===== src/shared/limiting_amp_pkg.sv =====
// Purpose: constants shared by the limiting amplifier configuration bank
// Assumes: byte-wide register port driven by the two-wire protocol engine
// Notes: all offsets are byte addresses on the serial interface
package limiting_amp_pkg;
   localparam int ADDR_W = 8;
   localparam int DATA_W = 8;
   localparam int LEVEL_W = 7;
   localparam int RATE_W = 4;
   localparam int PE_W = 4;
   localparam int NUM_SETS = 4;

   localparam logic [7:0] OFF_CONTROL = 8'h00;
   localparam logic [7:0] OFF_SLICE = 8'h01;
   localparam logic [7:0] OFF_PREEMPH = 8'h02;
   localparam logic [7:0] OFF_LEVEL_A = 8'h08;
   localparam logic [7:0] OFF_LEVEL_B = 8'h09;
   localparam logic [7:0] OFF_LEVEL_C = 8'h0A;
   localparam logic [7:0] OFF_LEVEL_D = 8'h0B;
   localparam logic [7:0] OFF_RATE_RB = 8'h0E;
   localparam logic [7:0] OFF_LEVEL_RB = 8'h0F;

   // control register fields
   localparam int BIT_MUTE = 3;
   localparam int BIT_RANGE = 2;
   localparam int BIT_OC_OFF = 1;
   localparam int BIT_IF_OFF = 0;
   localparam logic [3:0] CONTROL_MASK = 4'hF;
   // level set fields
   localparam int BIT_SET_SELECT = 7;

   localparam logic [3:0] RST_CONTROL = 4'h0;
   localparam logic [7:0] RST_SLICE = 8'h80;
   localparam logic [3:0] RST_PREEMPH = 4'h0;
   localparam logic [7:0] RST_LEVEL = 8'h00;
   localparam logic [7:0] SLICE_ZERO = 8'h80;

   // which level set the rate pins pick
   typedef enum logic [1:0] {
      SET_A = 2'b00,
      SET_B = 2'b01,
      SET_C = 2'b10,
      SET_D = 2'b11
   } level_set_e;
endpackage


===== src/shared/level_select_if.sv =====
// Purpose: carries level sets and pin state to the level selector
// Assumes: all signals on mclk
// Notes: selector is purely combinational
`timescale 1ns/100ps
interface level_select_if;
   logic [limiting_amp_pkg::NUM_SETS-1:0] setSelect;
   logic [limiting_amp_pkg::LEVEL_W-1:0] setCode [limiting_amp_pkg::NUM_SETS];
   logic pinHigh;
   logic pinLow;
   logic [limiting_amp_pkg::LEVEL_W-1:0] activeCode;
   logic usingDefault;
   limiting_amp_pkg::level_set_e activeSet;

   modport bank (output setSelect, output setCode, output pinHigh,
      output pinLow, input activeCode, input usingDefault, input activeSet);
   modport selector (input setSelect, input setCode, input pinHigh,
      input pinLow, output activeCode, output usingDefault,
      output activeSet);
endinterface


===== src/limiting_amp_config_regs.sv =====
// Purpose: configuration and readback registers of the limiting amplifier
// Assumes: protocol engine presents one byte access per strobe on mclk
// Notes: rate pins are asynchronous and pass two flip-flops
//
// Contract
// output_mute 1 mutes data outputs, 0 drives them normally.
// sig_loss_range 1 selects high assert range, 0 low range.
// offset_cancel_off 1 turns cancellation off, 0 keeps it on.
// serial_if_off 1 stops serial responses; resets to 0.
// slice_shift 128 zero, 1 max positive, 255 max negative.
// preemphasis code decodes to 0..8 dB per fixed table.
// level set A at 0x08: select bit 7, code bits 6..0.
// level sets B, C, D at 0x09, 0x0A, 0x0B, same layout.
// 0x0E bits 3..0 report the rate setting in effect.
// 0x0F bits 6..0 report the assert level in effect.
// select 1 uses set code; select 0 uses default level.
// pins 00 pick set A; low 1 high 0 pick set B.
// pins 11 pick set C; high 1 low 0 or floating pick D.
// unused bits read zero; read-only and unused bits ignore writes.
`timescale 1ns/100ps
module limiting_amp_config_regs #(
   parameter logic [6:0] DEFAULT_LEVEL_CODE = 7'h00
) (
   input wire logic mclk,
   input wire logic rst_n,
   input wire logic regWrite,
   input wire logic regRead,
   input wire logic [7:0] regAddr,
   input wire logic [7:0] regWriteData,
   output logic [7:0] regReadData,
   output logic regReadValid,
   output logic serialIfEnable,
   input wire logic [3:0] activeRateCode,
   input wire logic ratePinHigh,
   input wire logic ratePinLow,
   output logic outputMute,
   output logic sigLossRange,
   output logic offsetCancelOff,
   output logic sliceNegative,
   output logic [7:0] sliceMagnitude,
   output logic [3:0] preemphasisDb,
   output logic [6:0] activeLevelCode,
   output logic levelDefaultInUse
);
   ////////////////////////////////////////////////////////////////////////
   level_select_if lsel ();

   logic [3:0] control;
   logic [7:0] sliceShift;
   logic [3:0] preemphasisCode;
   logic [7:0] levelSet [limiting_amp_pkg::NUM_SETS];
   logic [1:0] pinHighSync;
   logic [1:0] pinLowSync;
   logic [7:0] next_regReadData;
   logic next_regReadValid;
   logic [3:0] next_control;
   logic [7:0] next_sliceShift;
   logic [3:0] next_preemphasisCode;
   logic [7:0] next_levelSet [limiting_amp_pkg::NUM_SETS];
   logic accessOk;

   ////////////////////////////////////////////////////////////////////////
   // rate pins come from the board, so synchronise before decoding
   always_ff @(posedge mclk) begin
      if (!rst_n) begin
         pinHighSync <= 2'b00;
         pinLowSync <= 2'b00;
      end else begin
         pinHighSync <= {pinHighSync[0], ratePinHigh};
         pinLowSync <= {pinLowSync[0], ratePinLow};
      end
   end

   assign lsel.pinHigh = pinHighSync[1];
   assign lsel.pinLow = pinLowSync[1];

   genvar gi;
   generate
      for (gi = 0; gi < limiting_amp_pkg::NUM_SETS; gi++) begin : g_set
         assign lsel.setSelect[gi] =
            levelSet[gi][limiting_amp_pkg::BIT_SET_SELECT];
         assign lsel.setCode[gi] = levelSet[gi][6:0];
      end
   endgenerate

   sig_loss_level_mux #(
      .DEFAULT_LEVEL_CODE(DEFAULT_LEVEL_CODE)
   ) u_level_mux (
      .sel(lsel)
   );

   ////////////////////////////////////////////////////////////////////////
   // once switched off the interface cannot be revived except by reset
   assign accessOk = !control[limiting_amp_pkg::BIT_IF_OFF];

   always_comb begin
      next_control = control;
      next_sliceShift = sliceShift;
      next_preemphasisCode = preemphasisCode;
      for (int i = 0; i < limiting_amp_pkg::NUM_SETS; i++) begin
         next_levelSet[i] = levelSet[i];
      end
      if (regWrite && accessOk) begin
         if (regAddr == limiting_amp_pkg::OFF_CONTROL) begin
            next_control = regWriteData[3:0];
         end else if (regAddr == limiting_amp_pkg::OFF_SLICE) begin
            next_sliceShift = regWriteData;
         end else if (regAddr == limiting_amp_pkg::OFF_PREEMPH) begin
            next_preemphasisCode = regWriteData[3:0];
         end else if (regAddr == limiting_amp_pkg::OFF_LEVEL_A) begin
            next_levelSet[0] = regWriteData;
         end else if (regAddr == limiting_amp_pkg::OFF_LEVEL_B) begin
            next_levelSet[1] = regWriteData;
         end else if (regAddr == limiting_amp_pkg::OFF_LEVEL_C) begin
            next_levelSet[2] = regWriteData;
         end else if (regAddr == limiting_amp_pkg::OFF_LEVEL_D) begin
            next_levelSet[3] = regWriteData;
         end
      end
   end

   always_comb begin
      next_regReadValid = regRead && accessOk;
      next_regReadData = 8'h00;
      if (regRead && accessOk) begin
         if (regAddr == limiting_amp_pkg::OFF_CONTROL) begin
            next_regReadData = {4'h0, control};
         end else if (regAddr == limiting_amp_pkg::OFF_SLICE) begin
            next_regReadData = sliceShift;
         end else if (regAddr == limiting_amp_pkg::OFF_PREEMPH) begin
            next_regReadData = {4'h0, preemphasisCode};
         end else if (regAddr == limiting_amp_pkg::OFF_LEVEL_A) begin
            next_regReadData = levelSet[0];
         end else if (regAddr == limiting_amp_pkg::OFF_LEVEL_B) begin
            next_regReadData = levelSet[1];
         end else if (regAddr == limiting_amp_pkg::OFF_LEVEL_C) begin
            next_regReadData = levelSet[2];
         end else if (regAddr == limiting_amp_pkg::OFF_LEVEL_D) begin
            next_regReadData = levelSet[3];
         end else if (regAddr == limiting_amp_pkg::OFF_RATE_RB) begin
            next_regReadData = {4'h0, activeRateCode};
         end else if (regAddr == limiting_amp_pkg::OFF_LEVEL_RB) begin
            next_regReadData = {1'b0, lsel.activeCode};
         end
      end
   end

   always_ff @(posedge mclk) begin
      if (!rst_n) begin
         control <= limiting_amp_pkg::RST_CONTROL;
         sliceShift <= limiting_amp_pkg::RST_SLICE;
         preemphasisCode <= limiting_amp_pkg::RST_PREEMPH;
         for (int i = 0; i < limiting_amp_pkg::NUM_SETS; i++) begin
            levelSet[i] <= limiting_amp_pkg::RST_LEVEL;
         end
         regReadData <= 8'h00;
         regReadValid <= 1'b0;
      end else begin
         control <= next_control;
         sliceShift <= next_sliceShift;
         preemphasisCode <= next_preemphasisCode;
         for (int i = 0; i < limiting_amp_pkg::NUM_SETS; i++) begin
            levelSet[i] <= next_levelSet[i];
         end
         regReadData <= next_regReadData;
         regReadValid <= next_regReadValid;
      end
   end

   ////////////////////////////////////////////////////////////////////////
   // analog controls, registered so the front end sees clean levels
   function automatic logic [3:0] decode_preemphasis(input logic [3:0] c);
      logic [3:0] db;
      db = 4'h0;
      unique case (c)
         4'b0000: db = 4'h0;
         4'b0001, 4'b0010: db = 4'h1;
         4'b0011: db = 4'h2;
         4'b0100: db = 4'h3;
         4'b0101, 4'b0110: db = 4'h4;
         4'b0111, 4'b1000, 4'b1001, 4'b1010, 4'b1011: db = 4'h5;
         4'b1100: db = 4'h6;
         4'b1101, 4'b1110: db = 4'h7;
         default: db = 4'h8;
      endcase
      return db;
   endfunction

   logic next_sliceNegative;
   logic [7:0] next_sliceMagnitude;

   always_comb begin
      // code 0 is undefined; treated as one past maximum positive shift
      if (sliceShift >= limiting_amp_pkg::SLICE_ZERO) begin
         next_sliceNegative = (sliceShift != limiting_amp_pkg::SLICE_ZERO);
         next_sliceMagnitude = sliceShift - limiting_amp_pkg::SLICE_ZERO;
      end else begin
         next_sliceNegative = 1'b0;
         next_sliceMagnitude = limiting_amp_pkg::SLICE_ZERO - sliceShift;
      end
   end

   always_ff @(posedge mclk) begin
      if (!rst_n) begin
         outputMute <= 1'b0;
         sigLossRange <= 1'b0;
         offsetCancelOff <= 1'b0;
         serialIfEnable <= 1'b1;
         sliceNegative <= 1'b0;
         sliceMagnitude <= 8'h00;
         preemphasisDb <= 4'h0;
         activeLevelCode <= DEFAULT_LEVEL_CODE;
         levelDefaultInUse <= 1'b1;
      end else begin
         outputMute <= control[limiting_amp_pkg::BIT_MUTE];
         sigLossRange <= control[limiting_amp_pkg::BIT_RANGE];
         offsetCancelOff <= control[limiting_amp_pkg::BIT_OC_OFF];
         // from the next value, so the flag never lags the lock itself
         serialIfEnable <= !next_control[limiting_amp_pkg::BIT_IF_OFF];
         sliceNegative <= next_sliceNegative;
         sliceMagnitude <= next_sliceMagnitude;
         preemphasisDb <= decode_preemphasis(preemphasisCode);
         activeLevelCode <= lsel.activeCode;
         levelDefaultInUse <= lsel.usingDefault;
      end
   end
endmodule // limiting_amp_config_regs


===== src/sig_loss_level_mux.sv =====
// Purpose: picks the loss-of-signal assert level from the rate pins
// Assumes: pins already synchronised to mclk
// Notes: default code stands for the fixed default assert level
`timescale 1ns/100ps
module sig_loss_level_mux #(
   parameter logic [6:0] DEFAULT_LEVEL_CODE = 7'h00
) (
   level_select_if.selector sel
);
   always_comb begin
      unique case ({sel.pinHigh, sel.pinLow})
         2'b00: sel.activeSet = limiting_amp_pkg::SET_A;
         2'b01: sel.activeSet = limiting_amp_pkg::SET_B;
         2'b11: sel.activeSet = limiting_amp_pkg::SET_C;
         default: sel.activeSet = limiting_amp_pkg::SET_D;
      endcase
   end

   always_comb begin
      sel.usingDefault = !sel.setSelect[sel.activeSet];
      if (sel.setSelect[sel.activeSet]) begin
         sel.activeCode = sel.setCode[sel.activeSet];
      end else begin
         sel.activeCode = DEFAULT_LEVEL_CODE;
      end
   end
endmodule // sig_loss_level_mux


===== config.mk =====
export PLATFORM = sky130hd
export DESIGN_NAME = limiting_amp_config_regs
export DESIGN_NICKNAME = d
export VERILOG_FILES = /design/src/shared/limiting_amp_pkg.sv /design/src/shared/level_select_if.sv /design/src/limiting_amp_config_regs.sv /design/src/sig_loss_level_mux.sv
export SDC_FILE = /design/constraint.sdc
export NUM_CORES = 1
export LEC_CHECK = 0
export BUFFER_PORTS_ARGS = -buffer_cell sky130_fd_sc_hd__buf_2
export CORE_MARGIN = 4
export CORE_UTILIZATION = 45
export CTS_BUF_LIST = sky130_fd_sc_hd__clkbuf_16
export CTS_CLUSTER_DIAMETER = 40
export CTS_CLUSTER_SIZE = 25
export DETAILED_ROUTE_END_ITERATION = 12
export PLACE_DENSITY = 0.66
export SYNTH_ARGS = -nofsm -noshare
export SYNTH_HDL_FRONTEND = slang
export SYNTH_HIERARCHICAL = 1
export SYNTH_SLANG_ARGS = --single-unit

===== constraint.sdc =====
create_clock -name mclk -period 2.5 [get_ports mclk]
set_input_delay 0.125 -clock mclk [delete_from_list [all_inputs] [get_ports mclk]]
set_output_delay 0.125 -clock mclk [all_outputs]
set_load 0.1 [all_outputs]

==> results of run 1 <==
## synth_stat cells, types with 3 or more instances
cell type and number:
a31oi_1 4, a211o_1 3, a31o_2 8, nor2_1 23, a21oi_1 16, o21ai_0 48
mux2_2 10, clkbuf_1 21, nand3_1 40, nor2b_1 9, dfxtp_1 86, nand4_1 7
nand2_1 31, or3_1 5, o221ai_1 4, nor3_1 7, and2_1 20, buf_1 3
buf_2 4, ha_1 5, a221oi_1 7, o2bb2ai_1 3, o21a_1 5, and3_1 3
mux2i_1 7, o21bai_1 3, nand2b_1 5, inv_1 12
## power groups by stage
stage | Combinational [W] | Sequential, W | Clock [W]
6_report | 0.000232 | 0.00138 | 0.00150
5_1_grt | 0.000250 | 0.00138 | 0.00158
4_1_cts | 0.000227 | 0.00138 | 0.00152
3_5_place_dp | 0.000225 | 0.00141 | 0
3_3_place_gp | 0.000222 | 0.00141 | 0
2_1_floorplan | 0.000125 | 0.00145 | 0
## timing repair
item	in CTS	in global routing
endpoints found under the setup margin	0	1
endpoints found under the hold margin	1	1
hold buffers	1	1
gates resized for setup	0	1
## layer usage
metal	wire, µm	part of all wire, %	vias up
met5	0	0	-
met4	252	2.4	0
met3	772	7.4	17
met2	4920	47	143
met1	4550	43	1650
li1	-	-	1702
## path summary, 6_finish.rpt
check | startpoint | end
hold reg to reg | pinHighSync[0] | pinHighSync[1]
setup / recovery | pinLowSync[1] | regReadData[4]
setup reg to reg | pinLowSync[1] | regReadData[4]
hold / removal | regWriteData[7] | sliceShift[7]
## kinds of logic (layout without fill, tap and decap cells)
| family | count (synthesis) | count (layout) | synth area share, % |
|---|---|---|---|
| AO/OA/AOI/OAI | 124 | 124 | 21.1 |
| AND/OR/NAND/NOR | 161 | 161 | 21.8 |
| adder cells (fa/ha/maj) | 5 | 5 | 1.61 |
| XOR/XNOR | 4 | 4 | 0.901 |
| buffers and inverters | 43 | 100 | 4.66 |
| flip-flops | 86 | 86 | 44.3 |
| multiplexers | 19 | 19 | 5.66 |
## registers in the layout, summed over array words and instances (netlist names)
signal / cells
activeLevelCode: 7
control: 4
levelDefaultInUse: 1
levelSet: 32
offsetCancelOff: 1
outputMute: 1
pinHighSync: 2
pinLowSync: 2
preemphasisCode: 4
preemphasisDb: 4
regReadData: 8
regReadValid: 1
serialIfEnable: 1
sigLossRange: 1
sliceMagnitude: 8
sliceNegative: 1
sliceShift: 8
## worst reg2reg max path, stage by stage (launching register included)
cell	delay [ns]
dfxtp_1	0.33
inv_1	0.05
ha_2	0.42
and2b_4	0.24
a221oi_1	0.24
a21oi_1	0.08
mux2_2	0.29
a22o_1	0.18
a32o_1	0.20
a32o_1	0.24
## area by class of cell
class,count,area [µm²],share of cell area (%)
Multi-Input combinational cell,313,1990,43.1
Sequential cell,86,1720,37.3
Timing Repair Buffer,71,390,8.45
Clock buffer,9,225,4.87
Tap cell,105,131,2.84
Clock inverter,7,114,2.46
Inverter,13,48.8,1.06
## per-stage QoR
step | total power, W | area, µm² | setup slack (ns)
final | 0.00311 | 4620 | 0.117
after global routing | 0.00321 | 4620 | 0.00875
after CTS | 0.00313 | 4610 | 0.0851
after detailed placement | 0.00164 | 4260 | 0.0957
after global placement | 0.00163 | 4260 | 0.146
after floorplan | 0.00157 | 3890 | 0.300
==> impl_results.md, run 1 <==
- Area Growth Syn to Fin: 18.8%
- Number of global-route vias before repair: 3322
- Post-Syn Area: 0.00389 mm²
- Dominant cell type by area after synthesis: dfxtp_1
- Clock power share: 48.2%
- # diodes: 0
- Worst vdd ir: 409 µV
- Hold Path Class: input pin to flop
- FF-to-FF setup slack: 0.12 ns
- Post-DP HPWL: 7.36 mm
- Max-cap violations: 0
- Internal cell power: 0.00242 W
- Initial Util: 46.9%
- CTS Root Cell: clkbuf_16
- Via density: 5.81
- Synth Flop Type: dfxtp_1
- Slew Viols, Final: 0
- Async SR Flop Fraction: 0%
- Switching Share: 22.2%
- Yosys cell types: 59
- # IOs: 60
- Syn_nets: 473
- Final Hold Fails: 0
- Hold Path Stages: 3
- Final Util: 55.7%
- Top post-synthesis cells by area: dfxtp_1 44%, o21ai_0 6.2%, nand3_1 5.1%
- Synth top area share: 44.3%
- Layout Skew: 0.00483 ns
- Most frequent cells in the layout: 86 x dfxtp_1, 59 x buf_2, 48 x o21ai_0
- R2R cell count: 9
- Hold slack: 0.0278 ns
- Final setup fails: 0
- Crit Path Max Fanout: 9
- CP bufs+invs: 1
- CTS tree: built
- CP most frequent cell: a32o_1
- CP peak stage delay: 0.42 ns
- Port Buf Inserts: 59
- WL final: 10.5 mm
- CP cell instances: inv_1, ha_2, and2b_4, a221oi_1, a21oi_1, mux2_2, a22o_1, a32o_1, a32o_1
- GRT Residual Overflow: 0
- Synth Register Bits: 86
- FMAX: 0.420 GHz
- Max Buffers Root-to-Sink: 2
- Register area share after synthesis: 44.3%
- LEAKAGE: 1.85 nW
- Num CTS Buffers: 9
- Switching pwr: 0.000691 W
- Antenna-violating nets left: 0
- Worst-margin pin slew: 0.629 ns
- Final-stage net count: 525
- GR Layer Usage met2: 33.9%
- Dpl cells: 586
- Post-Synthesis Cells: 442
- All-Layer GR Usage: 21.0%
- Initial drt markers: 288
- Arrival time at the worst endpoint: 2.61 ns
- Layout cell share with drive strength beyond 1: 22.0%
- CP required: 2.72 ns
- CP endpoint kind: flop
- Warnings, synthesis: 6
- H-tree depth: 3
- CP max-delay cell: ha_2
- Core ar.: 0.00830 mm²
- Finished Layout Cells: 604
- Met3 Usage GRT: 4.43%
- Comb power frac: 7.5%
- Crit start category: flop
- Met1 Resource Use GR: 27.7%
- Part of the power in registers: 44.4%
- Fillers: 757
- Critical path class: flop to flop
- Drt first pass iters: 5
- Vias: 3512
- Largest net degree at the start of global routing: 48
- Setup Fix Bufs, Post-CTS: 0
- DRC viols: 0
- Core Rows: 33
- Status: finished, final reports clean
- WP depth: 9
- Post-Synthesis Mean Instance Area: 8.80 µm²
- Minimum clock period: 2.38 ns
- Die H: 101 µm
- Critical path's top delay family: compound AO/OA/AOI/OAI gates
- Final Cycle Share: 95.3%
- Post-synth EDFFs: 0
- Most common cell after layout, fill and taps aside: dfxtp_1
- P per Cell Area: 674 mW/mm²
- Clk sinks: 86
- Post-route setup TNS: 0 ns
- WL/cell: 17.4 µm
- First-pass GRT wire length: 16.8 mm
- Clock latency at the later pin of the worst-skew pair: 0.33 ns
- Final GP Congestion: 0.905
- Clock-pin slew on the worst setup and hold paths: 0.06 ns
- Die width: 101 µm
- Unrepaired setup endpoints after global routing: no
- GRT busiest layer: met2
- Antenna violations before repair: 0
- Die area: 0.0102 mm²
- Slew HR: 57.0%
Note: power is estimated with default switching activity, not from simulation.
==> run 2, diff against run 1 <==
Settings changed: CORE_UTILIZATION 45 to 25, CTS_BUF_LIST sky130_fd_sc_hd__clkbuf_16 to unset, PLACE_DENSITY 0.66 to unset, SLEW_MARGIN set to 30.
==> run 2 against run 1 <==
  * Count of clock-buffer cells in the layout up 1
  * Final area up 0.97%
  * Clock skew up 0.0028 ns
  * Global-route usage down 8.0 points
  * Highest routed layer is now met5
  * First-iteration DRC count up 48%
  * Setup slack better by 0.073 ns
  * Fmax up 3.1%
==> impl_results.md, run 2 (synthesis results as in run 1) <==
- Status: finished, final reports clean
- Layout cell share with drive strength beyond 1: 22.4%
- Area Growth Syn to Fin: 19.9%
- Arrival time at the worst endpoint: 2.55 ns
- Number of global-route vias before repair: 3322
- First-pass GRT wire length: 18.4 mm
- Final GP Congestion: 0.957
- Antenna-violating nets left: 0
- CP max-delay cell: ha_2
- Drt first pass iters: 5
- Largest register FFs: 32
- CP most frequent cell: a32o_1
- WL final: 11.5 mm
- Worst vdd ir: 231 µV
- Max-cap violations: 0
- Most frequent cells in the layout: 86 x dfxtp_1, 59 x buf_2, 48 x o21ai_0
- Die H: 133 µm
- CP cell instances: inv_1, ha_2, and2b_4, a221oi_2, a21oi_1, mux2_2, a22o_1, a32o_1, a32o_1
- Most common cell after layout, fill and taps aside: dfxtp_1
- P per Cell Area: 615 mW/mm²
- Core ar.: 0.0152 mm²
- Minimum clock period: 2.31 ns
- All-Layer GR Usage: 13.1%
- Clock-pin slew on the worst setup and hold paths: 0.07 ns
- Clk sinks: 86
- Unrepaired setup endpoints after global routing: no
- Die area: 0.0176 mm²
- Vias: 3514
- Initial Util: 25.6%
- Final Hold Fails: 0
- CP required: 2.74 ns
- Layout Skew: 0.00759 ns
- Critical path's top delay family: compound AO/OA/AOI/OAI gates
- H-tree depth: 3
- Antenna violations before repair: 1
- CP bufs+invs: 1
- Crit start category: flop
- Die width: 133 µm
- Via density: 5.11
- Max Buffers Root-to-Sink: 2
- Worst-margin pin slew: 0.779 ns
- Final setup fails: 0
- Hold Path Class: input pin to flop
- Total chip power: 0.00287 W
- Post-route setup TNS: 0 ns
- Initial drt markers: 427
- Crit Path Max Fanout: 7
- WL/cell: 16.7 µm
- Final-stage net count: 525
- Slew Viols, Final: 0
- Critical path class: flop to flop
- Fillers: 1636
- CP endpoint kind: flop
- Num CTS Buffers: 9
- CTS Root Cell: clkbuf_16
- FMAX: 0.433 GHz
- # IOs: 60
- GRT Residual Overflow: 0
- LEAKAGE: 1.82 nW
- Slew HR: 46.7%
- CTS tree: built
- DRC viols: 0
- CP peak stage delay: 0.38 ns
- Most flops, register: levelSet
- # diodes: 0
- Core Rows: 45
- Largest net degree at the start of global routing: 81
- Port Buf Inserts: 59
- Final Cycle Share: 92.4%
- Setup Fix Bufs, Post-CTS: 0
- Clock latency at the later pin of the worst-skew pair: 0.34 ns
- Post-DP HPWL: 8.28 mm
## run 2: cell count changes in the layout (fill, tap and decap cells not counted)
cell        previous run  this run
clkbuf_1               0         1
bufinv_16              3         0
clkinvlp_4             1         3
inv_1                 13        12
inv_6                  0         2
clkinv_2               0         1
a221oi_1               7         6
clkinv_4               1         0
clkinv_1               2         1
a221oi_2               0         1
## run 2: timing repair
action	4_1_cts	5_1_grt
endpoints found under the hold margin	2	0
hold buffers	2	0
setup endpoints to repair	0	1
gates resized for setup	0	2
## run 2: per-layer routing
| metal | share of wire, % | track usage [%] |
|---|---|---|
| met1 | 48 | 18.3 |
| met2 | 45 | 19.5 |
| met3 | 5.8 | 3.04 |
| met4 | 1.9 | 5.20 |
| met5 | 0.11 | 0 |
## run 2: final cells by class
type	count	area (µm²)	share of cell area, %
multi-input cells	313	2000	42.8
inverters	13	48.8	1.05
well taps	188	235	5.04
clock inverters	6	45.0	0.965
repair buffers	71	390	8.37
flip-flops and latches	86	1720	36.9
clock buffers	10	229	4.91
## run 2: worst paths after layout
| kind | from | endpoint | slack [ns] | depth (start not counted) |
|---|---|---|---|---|
| setup / recovery | pinLowSync[1] | regReadData[4] | 0.19 | 9 |
| hold / removal | regWriteData[7] | sliceShift[7] | 0.02 | 3 |
| setup reg to reg | pinLowSync[1] | regReadData[4] | 0.19 | 9 |
| hold reg to reg | pinLowSync[0] | pinLowSync[1] | 0.45 | 1 |
## run 2: through the flow
step	area, µm²	std cells	hold slack (ns)	setup WS, ns	util [%]
finish	4670	687	0.0234	0.190	30.7
global route	4670	687	0.0394	0.0479	30.7
CTS	4660	687	0.0164	0.140	30.6
detailed placement	4360	669	0.337	0.161	28.7
global placement	4360	669	0.337	0.216	28.7
floorplan	3890	442	0.250	0.300	-
## run 2: power by group
part | internal, W | total, W | leakage (nW) | switching (W)
Sequential | 0.00138 | 0.00138 | 0.694 | 0.00000353
Combinational | 0.0000722 | 0.000231 | 0.998 | 0.000159
Clock | 0.000679 | 0.00126 | 0.126 | 0.000576
Total | 0.00213 | 0.00287 | 1.82 | 0.000739
## run 2: worst reg2reg max path, cell delays in order, from the launching register on
cell	delay, ns
dfxtp_1	0.35
inv_1	0.05
ha_2	0.38
and2b_4	0.24
a221oi_2	0.21
a21oi_1	0.07
mux2_2	0.29
a22o_1	0.18
a32o_1	0.20
a32o_1	0.24
==> run 3, diff against run 2 <==
Settings changed: ABC_AREA set to 1, GPL_TIMING_DRIVEN set to 0, SKIP_CTS_REPAIR_TIMING set to 1.
==> run 3 against run 2 <==
  * Combinational power is 6% higher
  * Sequential power is essentially flat
  * Synthesized cell count is 34% higher
  * Sequential cell count did not move
  * First-iteration DRC count decreased by 17%
  * Clock skew grew 0.0022 ns
  * Die area grew 6.8%
  * Highest routed layer is now met4
==> impl_results.md, run 3 <==
- Final Hold Fails: 0
- # diodes: 0
- Hold slack: 0.0770 ns
- Multi-input logic area: 0.00184 mm²
- Warnings, synthesis: 6
- Register area share after synthesis: 41.3%
- FMAX: 0.478 GHz
- Post-Syn Area: 0.00417 mm²
- Die width: 137 µm
- Final setup fails: 0
- Vias: 3903
- CTS Root Cell: clkbuf_16
- Clock power share: 45.2%
- Final Util: 31.3%
- Number of global-route vias before repair: 3774
- Post-synth EDFFs: 0
- CP cell instances: inv_1, ha_1, buf_6, inv_8, buf_12, nand2_1, nand3_1, nand2_1, nand2_1, inv_1, nand3_1, nand3_1, a21oi_1, nand4_1, nand2_1, inv_1
- Switching Share: 24.2%
- Max Buffers Root-to-Sink: 2
- Internal cell power: 0.00225 W
- Final-stage net count: 696
- CP most frequent cell: nand2_1
- Worst-margin pin slew: 0.674 ns
- Reg-to-Reg Start: pinLowSync[1]
- Comb power frac: 8.2%
- WL/cell: 13.8 µm
- Status: finished, final reports clean
- Die H: 137 µm
- Post-route setup TNS: 0 ns
- Yosys cell types: 35
- Via density: 4.41
- Part of the power in registers: 46.6%
- Slew HR: 55.1%
- P per Cell Area: 588 mW/mm²
- Core ar.: 0.0161 mm²
- Antenna violations before repair: 0
- Worst hold start: regRead
- Fillers: 1822
- Unrepaired setup endpoints after global routing: no
- Critical path class: flop to flop
- Hold Path Stages: 3
- Largest register FFs: 32
- Most common cell after layout, fill and taps aside: nand2_1
- Clock-pin slew on the worst setup and hold paths: 0.06 ns
- All-Layer GR Usage: 13.6%
- Antenna-violating nets left: 0
- WL final: 12.2 mm
- R2R cell count: 16
- Crit Path Max Fanout: 9
- Largest net degree at the start of global routing: 14
- # IOs: 60
- Final GP Congestion: 0.884
- Worst vdd ir: 252 µV
- Area Growth Syn to Fin: 21.1%
- Layout Skew: 0.00981 ns
- Most frequent cells after synthesis: 131 x nand2_1, 106 x inv_1, 86 x dfxtp_1, 68 x a21oi_1, 57 x o21ai_0
- Dominant cell type by area after synthesis: dfxtp_1
- GRT Residual Overflow: 0
- Post-DP HPWL: 9.28 mm
- Top post-synthesis cells by area: dfxtp_1 41%, nand2_1 12%, inv_1 9.5%
- FF/Latch Area: 0.00172 mm²
- Slew Viols, Final: 0
- H-tree depth: 3
- Drt first pass iters: 5
- Initial Util: 25.9%
- Port Buf Inserts: 59
- FF-to-FF setup slack: 0.41 ns
- Count leader, synth: nand2_1
- Layout cell share with drive strength beyond 1: 17.3%
- Num CTS Buffers: 9
- Die area: 0.0188 mm²
- FF-to-FF End: regReadData[0]
- CP required: 2.74 ns
- CP peak stage delay: 0.33 ns
- Most frequent cells in the layout: 131 x nand2_1, 106 x inv_1, 86 x dfxtp_1
- CTS tree: built
- Post-Synthesis Cells: 593
- Synth Flop Type: dfxtp_1
- CP endpoint kind: flop
- Arrival time at the worst endpoint: 2.33 ns
- Crit start category: flop
- Switching pwr: 0.000719 W
- Hold endpoint: regReadValid
- Synth Register Bits: 86
- Clock latency at the later pin of the worst-skew pair: 0.35 ns
- Post-Synthesis Mean Instance Area: 7.03 µm²
- DRC viols: 0
- Initial drt markers: 355
- Syn_nets: 624
- Hold Path Class: input pin to flop
- CP max-delay cell: dfxtp_1
- Final Cycle Share: 83.7%
- LEAKAGE: 2.37 nW
- Most flops, register: levelSet
- Core Rows: 46
- Clk sinks: 86
- Async SR Flop Fraction: 0%
- Max-cap violations: 0
- Minimum clock period: 2.09 ns
- First-pass GRT wire length: 19.6 mm
- Synth top area share: 41.3%
run 3: changes by cell type after synthesis, moves of 7 or more:
cell,before,now
mux2_2,10,0
mux2i_1,7,0
a31o_2,8,0
a21oi_1,16,68
o21ai_0,48,57
inv_1,12,106
nand2_2,0,9
nand2_1,31,131
and2_1,20,0
clkbuf_1,21,8
a221oi_1,7,0
nor2b_1,9,0
run 3: layer usage:
layer	vias up	share of wire, %	track usage (%)	wire (µm)
met5	-	0	0	0
met4	0	2.4	6.15	293
met3	17	5.6	2.43	688
met2	92	47	22.0	5760
met1	1772	45	17.7	5490
li1	2022	-	-	-
run 3: metrics by stage:
step           total power [W]  cell area, µm²  worst slack (ns)  cells
3_5_place_dp           0.00165            4740             0.432    868
6_report               0.00297            5050             0.408    886
2_1_floorplan          0.00157            4170             0.806    593
3_3_place_gp           0.00165            4740             0.432    868
4_1_cts                0.00299            5030             0.416    884
5_1_grt                0.00308            5050             0.172    886
run 3: critical path: cells and delay by family (launching register included):
family	cells	cell delay, ns
and+or+nand+nor	8	0.64
DFF	1	0.33
adders and majority gates	1	0.28
buffers and inverters	6	0.51
AOI/OAI and AO/OA	1	0.21
run 3: cell type report:
type / instances / area share [%]
multi-input combinational: 373 / 36.4
sequential: 86 / 34.1
inverter: 113 / 8.80
timing repair buffer: 61 / 6.24
tap: 216 / 5.35
clock buffer: 13 / 4.96
buffer: 21 / 3.32
clock inverter: 3 / 0.867
run 3: worst max path at each step:
stage                   from  depth (start not counted)        endpoint
2_1_floorplan  pinLowSync[1]                         18  regReadData[3]
3_3_place_gp   pinLowSync[1]                         16  regReadData[0]
3_5_place_dp   pinLowSync[1]                         16  regReadData[0]
4_1_cts        pinLowSync[1]                         16  regReadData[0]
5_1_grt        pinLowSync[1]                         14  regReadData[0]
6_report       pinLowSync[1]                         16  regReadData[0]
run 3: cells by family after synthesis:
group / after synthesis / share of synthesized area (%)
AOI/OAI and AO/OA: 133 / 16.3
and+or+nand+nor: 234 / 26.1
xor gates and xnor gates: 1 / 0.210
buffers and inverters: 134 / 14.7
adders and majority gates: 5 / 1.50
DFF: 86 / 41.3
run 3: power by group through the flow:
stage | clock, W | combinational (W) | sequential, W
after floorplan | 0 | 0.000124 | 0.00145
after global placement | 0 | 0.000241 | 0.00141
after detailed placement | 0 | 0.000241 | 0.00141
after CTS | 0.00137 | 0.000242 | 0.00138
after global routing | 0.00143 | 0.000268 | 0.00138
final | 0.00134 | 0.000244 | 0.00138
